$ cat src/core/trig_seq_pkg.sv
// package: constants and types for the trigger state sequencer
package trig_seq_pkg;
  localparam int TRIG_W = 4;
  localparam int CMD_ENTRIES = 16;
  localparam int STATE_W = 6;
  localparam int POS_W = 32;
  // filter time in nanoseconds, converted to clock cycles (round up)
  localparam int FILTER_NS = 1000;
  localparam int CLK_PERIOD_NS = 8;
  localparam int FILTER_CYC = (FILTER_NS + CLK_PERIOD_NS - 1) / CLK_PERIOD_NS;
  localparam int FILT_CNT_W = 16;
  localparam logic [STATE_W-1:0] STATE_RESET = 6'h00;

  // table command per input combination
  typedef enum logic [2:0] {
    TCMD_NOP,
    TCMD_NEXT,
    TCMD_PREV,
    TCMD_REPEAT,
    TCMD_GOTO
  } table_cmd_t;

  // movement kind programmed for a state
  typedef enum logic [2:0] {
    MV_NOP,
    MV_ABS,
    MV_REL,
    MV_CURVE,
    MV_STOP,
    MV_FREEZE
  } move_kind_t;

  // command entry field layout: [8:6] command, [5:0] goto state
  localparam int ENT_CMD_LSB = 6;
  localparam int ENT_W = 9;
endpackage

$ cat src/core/trig_filter_if.sv
// interface: filtered trigger combination and change event
`timescale 1ns/10ps
interface trig_filter_if;
  logic [trig_seq_pkg::TRIG_W-1:0] combo;
  logic changed;
  modport producer (output combo, output changed);
  modport consumer (input combo, input changed);
endinterface

$ cat src/core/trig_filter.sv
// module: jitter filter on the four trigger inputs
`timescale 1ns/10ps
module trig_filter #(
  parameter int FILTER_CYCLES = trig_seq_pkg::FILTER_CYC
) (
  input wire logic clk,
  input wire logic rst,
  input wire logic [trig_seq_pkg::TRIG_W-1:0] trig_in,
  trig_filter_if.producer out
);
  localparam int CW = trig_seq_pkg::FILT_CNT_W;
  logic [trig_seq_pkg::TRIG_W-1:0] last_reg;
  logic [trig_seq_pkg::TRIG_W-1:0] combo_reg;
  logic [CW-1:0] cnt_reg;
  logic init_reg;
  logic changed_reg;

  //////////////////////////////////////////////////////////////////////////
  // stability counter: a new value must stay put for the filter time
  always_ff @(posedge clk or posedge rst) begin
    if (rst) begin
      last_reg <= '0;
      cnt_reg <= '0;
    end else if (trig_in != last_reg) begin
      last_reg <= trig_in;
      cnt_reg <= '0;
    end else if (cnt_reg != CW'(FILTER_CYCLES)) begin
      cnt_reg <= cnt_reg + 1'b1;
    end
  end

  // accepted combination; first clock after reset takes the input
  always_ff @(posedge clk or posedge rst) begin
    if (rst) begin
      combo_reg <= '0;
      init_reg <= 1'b1;
      changed_reg <= 1'b0;
    end else begin
      changed_reg <= 1'b0;
      if (init_reg) begin
        combo_reg <= trig_in;
        init_reg <= 1'b0;
      end else if (trig_in == last_reg && cnt_reg == CW'(FILTER_CYCLES)
                   && last_reg != combo_reg) begin
        combo_reg <= last_reg;
        changed_reg <= 1'b1; // only transitions raise an event
      end
    end
  end

  assign out.combo = combo_reg;
  assign out.changed = changed_reg;
endmodule

$ cat src/core/trigger_state_sequencer.sv
// module: multi-trigger state sequencer of a servo drive
`timescale 1ns/10ps
// Behaviour
// each of sixteen trigger combinations maps to one programmable command
// triggers act only in the running operating state
// no-operation keeps state index and starts no movement
// under no-operation a running movement finishes as programmed
// advance increments state index and runs its movement
// step-back decrements state index and runs its movement
// jump loads the programmed state number and runs its movement
// repeat reruns current state's movement, index unchanged
// master puts no-operation between repeats to make a change
// combination accepted only after stable for the filter time
// absolute or curve replaces running movement; no-op lets it continue
// relative adds to interrupted target, or to curve's last demand
// freeze ignores new movements; after stop relative uses stop position
// advancing into a no-op state starts nothing new
// stop state decelerates with that state's deceleration
// analog trigger mode disables all sequencing
// only a transition of the filtered combination evaluates the table
// reset: index zero, idle, filtered combination equals input
module trigger_state_sequencer #(
  parameter int FILTER_CYCLES = trig_seq_pkg::FILTER_CYC,
  parameter int NUM_STATES = 64
) (
  // clock and reset
  input wire logic MCLK,
  input wire logic RST,
  // master control triggers
  input wire logic [trig_seq_pkg::TRIG_W-1:0] TRIG_IN,
  // drive mode
  input wire logic RUN_STATE,
  input wire logic ANALOG_COMMAND_MODE,
  // command table write port, one entry per combination
  input wire logic CMD_WE,
  input wire logic [trig_seq_pkg::TRIG_W-1:0] CMD_ADDR,
  input wire logic [trig_seq_pkg::ENT_W-1:0] CMD_DATA,
  // state table write port
  input wire logic ST_WE,
  input wire logic [trig_seq_pkg::STATE_W-1:0] ST_ADDR,
  input wire trig_seq_pkg::move_kind_t ST_KIND,
  input wire logic [trig_seq_pkg::POS_W-1:0] ST_VALUE,
  input wire logic [trig_seq_pkg::POS_W-1:0] ST_DECEL,
  // motion feedback
  input wire logic MOVE_DONE,
  input wire logic [trig_seq_pkg::POS_W-1:0] DEMAND_POS,
  input wire logic [trig_seq_pkg::POS_W-1:0] ACTUAL_POS,
  // motion request
  output logic MOVE_START,
  output trig_seq_pkg::move_kind_t MOVE_KIND,
  output logic [trig_seq_pkg::POS_W-1:0] MOVE_TARGET,
  output logic [trig_seq_pkg::POS_W-1:0] MOVE_DECEL,
  output logic MOVE_BUSY,
  output logic [trig_seq_pkg::STATE_W-1:0] STATE_INDEX
);
  localparam int SW = trig_seq_pkg::STATE_W;
  localparam int PW = trig_seq_pkg::POS_W;

  trig_filter_if filt ();

  //////////////////////////////////////////////////////////////////////////
  // jitter filter
  trig_filter #(.FILTER_CYCLES(FILTER_CYCLES)) u_filter (
    .clk(MCLK),
    .rst(RST),
    .trig_in(TRIG_IN),
    .out(filt)
  );

  //////////////////////////////////////////////////////////////////////////
  // tables: loaded by configuration, held across reset
  logic [trig_seq_pkg::ENT_W-1:0] cmd_tab [trig_seq_pkg::CMD_ENTRIES];
  trig_seq_pkg::move_kind_t kind_tab [NUM_STATES];
  logic [PW-1:0] value_tab [NUM_STATES];
  logic [PW-1:0] decel_tab [NUM_STATES];

  // command table indexed by the combination
  always_ff @(posedge MCLK) begin
    if (CMD_WE) begin
      cmd_tab[CMD_ADDR] <= CMD_DATA;
    end
  end

  always_ff @(posedge MCLK) begin
    if (ST_WE) begin
      kind_tab[ST_ADDR] <= ST_KIND;
      value_tab[ST_ADDR] <= ST_VALUE;
      decel_tab[ST_ADDR] <= ST_DECEL;
    end
  end

  //////////////////////////////////////////////////////////////////////////
  // command decode
  function automatic trig_seq_pkg::table_cmd_t entry_cmd(
    input logic [trig_seq_pkg::ENT_W-1:0] e);
    entry_cmd = trig_seq_pkg::table_cmd_t'(e[trig_seq_pkg::ENT_W-1:
                                             trig_seq_pkg::ENT_CMD_LSB]);
  endfunction

  logic [trig_seq_pkg::ENT_W-1:0] entry;
  trig_seq_pkg::table_cmd_t cmd;
  logic trigger_ok;
  logic [SW-1:0] index_reg;
  logic [SW-1:0] index_next;
  logic invoke;

  assign entry = cmd_tab[filt.combo];
  assign cmd = entry_cmd(entry);
  // analog mode or a non-running drive turns the sequencer off
  assign trigger_ok = filt.changed && RUN_STATE && !ANALOG_COMMAND_MODE;

  // next index per table command; a held value never gets here
  always_comb begin
    index_next = index_reg;
    invoke = 1'b0;
    case (cmd)
      trig_seq_pkg::TCMD_NOP: begin
        invoke = 1'b0; // index kept, nothing started
      end
      trig_seq_pkg::TCMD_NEXT: begin
        index_next = index_reg + 1'b1;
        invoke = 1'b1;
      end
      trig_seq_pkg::TCMD_PREV: begin
        index_next = index_reg - 1'b1;
        invoke = 1'b1;
      end
      trig_seq_pkg::TCMD_REPEAT: begin
        invoke = 1'b1; // same index, rerun; master inserts no-op
      end
      trig_seq_pkg::TCMD_GOTO: begin
        index_next = entry[SW-1:0];
        invoke = 1'b1;
      end
      default: begin
        invoke = 1'b0;
      end
    endcase
  end

  // state index
  always_ff @(posedge MCLK or posedge RST) begin
    if (RST) begin
      index_reg <= trig_seq_pkg::STATE_RESET;
    end else if (trigger_ok) begin
      index_reg <= index_next;
    end
  end

  //////////////////////////////////////////////////////////////////////////
  // movement merge: one cycle after the index update the new state's
  // entry is read, so the table lookup never sits in the decode path
  logic pend_reg;
  trig_seq_pkg::move_kind_t run_kind_reg;
  logic busy_reg;
  trig_seq_pkg::move_kind_t new_kind;
  logic [PW-1:0] new_value;

  assign new_kind = kind_tab[index_reg];
  assign new_value = value_tab[index_reg];

  always_ff @(posedge MCLK or posedge RST) begin
    if (RST) begin
      pend_reg <= 1'b0;
    end else begin
      pend_reg <= trigger_ok && invoke;
    end
  end

  always_ff @(posedge MCLK or posedge RST) begin
    if (RST) begin
      MOVE_START <= 1'b0;
      MOVE_KIND <= trig_seq_pkg::MV_NOP;
      MOVE_TARGET <= '0;
      MOVE_DECEL <= '0;
      run_kind_reg <= trig_seq_pkg::MV_NOP;
      busy_reg <= 1'b0;
    end else begin
      MOVE_START <= 1'b0;
      if (busy_reg && MOVE_DONE && run_kind_reg != trig_seq_pkg::MV_FREEZE) begin
        busy_reg <= 1'b0; // running movement ends on its own
      end
      // while frozen every new movement is dropped
      if (pend_reg && !(busy_reg &&
                        run_kind_reg == trig_seq_pkg::MV_FREEZE)) begin
        case (new_kind)
          trig_seq_pkg::MV_NOP: begin
            // old movement continues, nothing new
          end
          trig_seq_pkg::MV_ABS, trig_seq_pkg::MV_CURVE: begin
            MOVE_START <= 1'b1; // replaces any running movement
            MOVE_KIND <= new_kind;
            MOVE_TARGET <= new_value;
            run_kind_reg <= new_kind;
            busy_reg <= 1'b1;
          end
          trig_seq_pkg::MV_REL: begin
            MOVE_START <= 1'b1;
            MOVE_KIND <= trig_seq_pkg::MV_ABS;
            // unfinished abs/rel adds to its target, curve to last demand;
            // idle or stopped uses the position where the slider is
            if (busy_reg && (run_kind_reg == trig_seq_pkg::MV_ABS ||
                             run_kind_reg == trig_seq_pkg::MV_REL)) begin
              MOVE_TARGET <= MOVE_TARGET + new_value;
            end else if (busy_reg &&
                         run_kind_reg == trig_seq_pkg::MV_CURVE) begin
              MOVE_TARGET <= DEMAND_POS + new_value;
            end else begin
              MOVE_TARGET <= ACTUAL_POS + new_value;
            end
            run_kind_reg <= trig_seq_pkg::MV_REL;
            busy_reg <= 1'b1;
          end
          trig_seq_pkg::MV_STOP: begin
            MOVE_START <= 1'b1;
            MOVE_KIND <= trig_seq_pkg::MV_STOP;
            MOVE_DECEL <= decel_tab[index_reg];
            run_kind_reg <= trig_seq_pkg::MV_STOP;
            busy_reg <= 1'b1;
          end
          trig_seq_pkg::MV_FREEZE: begin
            MOVE_START <= 1'b1;
            MOVE_KIND <= trig_seq_pkg::MV_FREEZE;
            run_kind_reg <= trig_seq_pkg::MV_FREEZE;
            busy_reg <= 1'b1;
          end
          default: begin
          end
        endcase
      end
    end
  end

  // registered status outputs
  always_ff @(posedge MCLK or posedge RST) begin
    if (RST) begin
      MOVE_BUSY <= 1'b0;
      STATE_INDEX <= trig_seq_pkg::STATE_RESET;
    end else begin
      MOVE_BUSY <= busy_reg;
      STATE_INDEX <= index_reg;
    end
  end
endmodule

$ cat config.mk
export PLATFORM = sky130hd
export DESIGN_NAME = trigger_state_sequencer
export DESIGN_NICKNAME = d
export VERILOG_FILES = /design/src/core/trig_seq_pkg.sv /design/src/core/trig_filter_if.sv /design/src/core/trig_filter.sv /design/src/core/trigger_state_sequencer.sv
export SDC_FILE = /design/constraint.sdc
export NUM_CORES = 2
export LEC_CHECK = 0
export ABC_AREA = 1
export BUFFER_PORTS_ARGS = -buffer_cell sky130_fd_sc_hd__buf_2
export CAP_MARGIN = 20
export CELL_PAD_IN_SITES_DETAIL_PLACEMENT = 0
export CELL_PAD_IN_SITES_GLOBAL_PLACEMENT = 1
export CORE_MARGIN = 8
export CORE_UTILIZATION = 25
export CTS_BUF_LIST = sky130_fd_sc_hd__clkbuf_4
export CTS_CLUSTER_SIZE = 40
export DETAILED_ROUTE_END_ITERATION = 7
export PLACE_DENSITY = 0.5
export SLEW_MARGIN = 20
export SYNTH_ARGS = -nofsm -noshare
export SYNTH_HDL_FRONTEND = slang
export SYNTH_MEMORY_MAX_BITS = 65536
export SYNTH_SLANG_ARGS = --single-unit
$ cat constraint.sdc
create_clock -name MCLK -period 7.7 [get_ports MCLK]
set_input_delay 0 -clock MCLK [delete_from_list [all_inputs] [get_ports MCLK]]
set_output_delay 0 -clock MCLK [all_outputs]
set_load 0.01 [all_outputs]
---- After elaboration in Yosys (flattened, before gate mapping) ----
Memories as Yosys holds them, arrays and structs flattened. A register that Yosys moved wholly into a read port is not among the register bits.
Cells that the tools add are included.
operators by class
  add/subtract/negate cells ............... 6
  eq/ne operators ......................... 19
  multiplexer cells ....................... 22
  reduce and logical (&&, ||, !) cells .... 26
operators by type and width
  kind                   count
  $add 32x32->32         3
  $mux 32                2
  $pmux 32 s2            1
  $mux 16                2
  $pmux 3 s4             2
  $eq 3x2->1 const B     6
  $pmux 6 s3             1
  $add 16x1->16 const B  1
  $eq 16x7->1 const B    1
  $ne 16x7->1 const B    1
  $eq 3x3->1 const B     4
  $mux 1                 12
  $logic_and 1x1->1      11
  $eq 3x1->1 const B     3
  $mux 4                 2
  $ne 4x4->1             2
  $reduce_and 2->1       4
  $add 6x1->6 const B    1
  $reduce_bool 2->1      3
  $sub 6x1->6 const B    1
  $reduce_or 5->1        1
  $eq 4x4->1             1
  $reduce_bool 4->1      1
  $reduce_or 4->1        1
  other kinds (5)        6
word-level totals
  register bits ........................... 80
  memory bits (writable) .................. 4432
  bits of input ports ..................... 161
  output and inout port bits .............. 75
  logic and storage cells ................. 91
  memories ................................ 4
memory list
  memory     words  bits a word  rd ports  clocked after memory_dff  write ports  line                           source
  decel_tab  64     32           1         1                         1            trigger_state_sequencer.sv:75  logic [PW-1:0] decel_tab [NUM_STATES];
  value_tab  64     32           1         0                         1            trigger_state_sequencer.sv:74  logic [PW-1:0] value_tab [NUM_STATES];
  kind_tab   64     3            1         0                         1            trigger_state_sequencer.sv:73  trig_seq_pkg::move_kind_t kind_tab [NUM_STATES];
  cmd_tab    16     9            1         0                         1            trigger_state_sequencer.sv:72  logic [trig_seq_pkg::ENT_W-1:0] cmd_tab [trig_seq_pkg::CMD_ENTRIES];

---- Depth between registers and ports, before layout ----
  depth in word-level cells ............... 5
  depth in mapped cells ................... 32
  mapped depth without buffers ............ 26

---- Modules after synthesis ----
Synthesis repeated with hierarchy kept, for this count alone.
second synthesis, totals
  cells, all modules ...................... 14534
  area total of the unflattened synthesis .. 181953.3 sq um
modules (own cells, without submodules)
  module                   times used  cells an instance  area each (sq um)  sequential area each (sq um)
  trigger_state_sequencer  1           14340              180520.6           135214.7
  trig_filter              1           194                1432.6             651.9

---- Worst setup path after synthesis ----
Ideal clock, no wire load.
  path type ............................... input port to flip-flop
  start ................................... input ST_ADDR[0] in the netlist's numbering
  end ..................................... memory decel_tab[33][0] in the netlist's numbering (enable)
  library setup time ...................... 0.659 ns
  arrival time ............................ 6.829 ns
  required time ........................... 7.041 ns
  slack ................................... 0.212 ns
  stages .................................. 3
  buffers on the path ..................... 1
  path through ............................ clkbuf_1 -> inv_1 -> nor4_1
RTL lines
  what                line                           source
  start: declaration  trigger_state_sequencer.sv:40  input wire logic [trig_seq_pkg::STATE_W-1:0] ST_ADDR,
  end: declaration    trigger_state_sequencer.sv:75
Straight into the memory's write port.

---- Final worst setup path ----
  start ................................... register index_reg[0]
  end ..................................... register MOVE_TARGET[17] in the netlist's numbering
between the ends
  word-level cells in the longest chain between the ends .. 5
  elaborated cells on any way between the ends .. 14
  those cells by class .................... add/sub (3); eq/ne (3); mux (3); reduce/logical (3); memory (2)
RTL lines
  what                                             line                            source
  start: declaration                               trigger_state_sequencer.sv:103  logic [SW-1:0] index_reg;
  start signal: assignment                         trigger_state_sequencer.sv:144  index_reg <= trig_seq_pkg::STATE_RESET;
  start signal: assignment                         trigger_state_sequencer.sv:146  index_reg <= index_next;
  $mem_v2 64x32 or $mem_v2 64x3 (tied branches)    -
  $add 32x32->32 (tied with other cells)           trigger_state_sequencer.sv:209  MOVE_TARGET <= ACTUAL_POS + new_value;
  $mux 32 or $reduce_or 2->1 (tied branches)       -
  $mux 32 or $reduce_bool 2->1 (tied branches)     -
  $pmux 32 s2 or $reduce_and 2->1 (tied branches)  -
  end signal: assignment                           trigger_state_sequencer.sv:204  MOVE_TARGET <= MOVE_TARGET + new_value;
  end signal: assignment                           trigger_state_sequencer.sv:207  MOVE_TARGET <= DEMAND_POS + new_value;
  end signal: assignment                           trigger_state_sequencer.sv:209
  end: declaration                                 trigger_state_sequencer.sv:51   output logic [trig_seq_pkg::POS_W-1:0] MOVE_TARGET,
Parallel ways exist; a longest one is shown, timed or not.
A chain may end at the register's enable or synchronous reset.

==> impl_results.md <==
- Status: complete, no violations
- Die ar.: 754100 µm²
- Psw: approximately 11 mW
- Clock Path Buffers: 5
- Vias: 128.7k
- Total GRT Usage: 18.06%
- Peak supply drop: ~0.00016 V
- Slew Viols, Final: 0
- Synth Instances: 14.50k
- First-pass GRT wire length: 971.4 mm
- CP max FO: around 110
- RR Startpoint: index_reg[0]$_DFFE_PP0P_
- Post-synthesis adder-cell area fraction: less than 1%
- Slowest Stage Delay on Critical Path: ~0.91 ns
- Combinational family with the most area after synthesis: simple AND/OR/NAND/NOR gates
- RR Endpoint: MOVE_TARGET[17]$_DFFE_PP0P_
- Clock Power Share: 43.6%
- CTS buffer count: approximately 1.3k
- Clock sinks: roughly 4.5k
- Syn Area/Cell: roughly 13 µm²
- Path depth of the worst reg2reg path: 28
- Relative slew slack: a little under a fifth
- Ys flop type: edfxtp_1
- Yosys reg bits: 4543
- Syn_nets: 14.70k
- Worst clock skew: 0.1371 ns
- Drt pass-1 iters: 8
- Ranking of synthesized cells by area: edfxtp_1, o21ai_0, nor2_1
- Routed len/inst: 26.60 µm
- Min-delay src: TRIG_IN[3]
- Gr ovfl total: 0
- Share of Yosys cell area claimed by the top area cell type: 73.27%
- Placed cells: 23.67k
- FP Rows: 313
- Sequential share of the synthesized area: 74.80%
- Syn-to-layout area delta: 19.56%
- RePlAce Congestion: 0.7753
- Design area: 217200 µm²
- DRT iter0 DRCs: 12.87k
- RSZ-0062 raised after global routing: false
- Area after DPL: ~190000 µm²
- Most frequent cell after synthesis: edfxtp_1
- Final min period: about 7.4 ns
- Post-synth top cells: edfxtp_1, nor2_1, o21ai_0
- Layout cells sized above 1: around 16%
- Final nets: 16.14k
- Async set or reset register ratio after synthesis: 2.443%
- Final worst slack: 0.3338 ns
- Clk slew on worst S/H paths: 0.06 ns
- Initial antenna violation count: 74
- Yosys top cell by area: edfxtp_1
- ANT nets after route: 0
- Setup crit end kind: register
- IO Port Bufs: 235
- Worst skew pair latency: around 1.8 ns
- Final Non-Filler Cells: 26.48k
- Startpoint types: register
- Cell family with most CP delay: buffers and inverters
- Hpwl dp: between 300 and 400 mm
- Seq pwr share: 53.9%
- R2R Setup Slk: 0.33 ns
- CP Class: reg2reg
- Mapped Area: 181600 µm²
- CTS tree: yes
- Hold path cells: 4
- Total negative slack: 0 ns
- Sw frac: 22.27%
- Synth unique cells: 47
- Final hold vios: 0
- DIE HEIGHT: slightly below 900 µm
- Post-synthesis xor/xnor area fraction: 0.1302%
- Compound-Gate Fraction of Synth Area: 9.908%
- Fillers: 74.66k
- Static leakage: ~74 nW
- Clock root cell: clkbuf_4
- Combinational Power Share: 2.5%
- Initial Utilization: 25.04%
- Most frequent CP cell: nand2_1
- Final setup vio count: 0
- Worst-margin pin slew: 1.225 ns
- Pint: 39.45 mW
- Hold Crit Endpoint: u_filter.last_reg[3]$_DFFE_PP0N_
- Biggest regs: decel_tab: 2048 flops, value_tab: 2048 flops, kind_tab: 192 flops
- Simple-gate area share of the yosys netlist: 12.10%
- CTS H-tree lvls: 7
- Worst min path class: in2reg
- Core Box Area: 725300 µm²
- Drt via density: slightly below 5
- Max Freq: between 100 and 150 MHz
- Number of remaining DRC errors: 0
- Dpl ws: 2.233 ns
- CP arrival: about 9.0 ns
- Buf/Inv on CP: 8
- Final Cycle Share: between 90% and 100%
- Post-synth EDFFs: 4432
- Hold WS: 0.2424 ns
- Post-detailed-routing wire length: 704.1 mm
- Synth Warn #: 0
- Max Cap Violations: 0
- Die width: between 800 and 900 µm
- Largest net degree at the start of global routing: 205
- Slowest-stage cell, CP: dfrtp_4
- Mux cell area share after synthesis: 0%
- Worst Path Required: roughly 9.3 ns
- PwrDens: 233.7 nW/µm²
- Number of global-route vias before repair: 125.3k
- I/O pins: around 240
==> routing by layer <==
layer / up-vias / wire [µm] / global-route usage, %
met1: 66170 / 318700 / 24.96
met4: 14 / 18380 / 5.651
li1: 56940 / - / -
met5: - / 94 / 0
met3: 1029 / 43440 / 3.577
met2: 4575 / 323500 / 28.52
==> cell type report <==
class                      count  area [µm²]  area share [%]
antenna                       41       102.6         0.04724
clock buffer                1948       14620           6.734
clock inverter               261        1225          0.5640
inverter                     196       813.3          0.3745
multi-input combinational   8755       41200           18.97
sequential                  4543      135900           62.57
tap                         9607       12020           5.535
timing repair buffer        1123       11280           5.196
timing repair inverter         1       11.26        0.005185
==> logic make-up after synthesis <==
logic type,Yosys count
compound gates,3311
xor+xnor,27
fa+ha+maj,39
buf+inv,1199
flops,4543
other cells,1
simple gates,5377
==> worst min-delay path, stage by stage <==
cell and delay [ns]:
dlygate4sd3_1 0.55, dlygate4sd3_1 0.62, buf_2 0.12, dlygate4sd3_1 0.60
==> worst max-delay path by stage <==
stage	from	end	slack, ns	cells past startpoint
global placement	index_reg[0]$_DFFE_PP0P_	MOVE_TARGET[30]$_DFFE_PP0P_	2.16	26
global route	index_reg[0]$_DFFE_PP0P_	MOVE_TARGET[17]$_DFFE_PP0P_	0.01	28
floorplan	ST_ADDR[0]	decel_tab[33][0]$_DFFE_PP_	0.21	3
finish	index_reg[0]$_DFFE_PP0P_	MOVE_TARGET[17]$_DFFE_PP0P_	0.33	28
CTS	index_reg[1]$_DFFE_PP0P_	MOVE_TARGET[17]$_DFFE_PP0P_	0.19	28
detailed placement	index_reg[1]$_DFFE_PP0P_	MOVE_TARGET[24]$_DFFE_PP0P_	2.23	22
==> power groups by stage <==
stage | sequential (mW) | combinational [mW] | clock [mW]
2_1_floorplan | 27.9 | 0.298 | 0
3_3_place_gp | 27.9 | 0.943 | 0
3_5_place_dp | 27.9 | 0.945 | 0
4_1_cts | 27.3 | 1.30 | 22.8
5_1_grt | 27.3 | 1.39 | 24.1
6_report | 27.3 | 1.28 | 22.1
==> cells in the final DEF (no fill, tap or decap), types with 8 or more instances in the layout <==
cell / count
edfxtp_1: 4432
nor2_1: 2137
o21ai_0: 2018
clkbuf_4: 1948
nand2_1: 1849
nand3_1: 1227
o22ai_1: 991
dlygate4sd3_1: 484
buf_4: 258
buf_2: 234
clkinv_1: 209
inv_1: 172
a21oi_1: 146
dfrtp_1: 102
buf_12: 93
o21ai_1: 78
nor2_4: 58
buf_16: 53
diode_2: 41
ha_1: 37
inv_2: 36
or2_1: 33
a31oi_1: 30
clkinv_2: 24
nand4_1: 19
nor3_1: 19
o211ai_1: 17
xor2_1: 15
o221ai_1: 12
xnor2_1: 12
nand3b_1: 8
bufinv_16: 8
==> metrics by stage <==
stage	util (%)	power, mW
floorplan	-	28.17
global placement	26.78	28.83
detailed placement	26.82	28.83
CTS	29.92	51.48
global route	29.94	52.80
finish	29.94	50.76
==> repair_timing <==
item                        CTS  global route
setup endpoints to repair     0             1
hold endpoints to repair   9013             0
buffers inserted              0             1
hold buffers                552             0
resized for setup             0             5
Power figures use the tool's default switching activity.
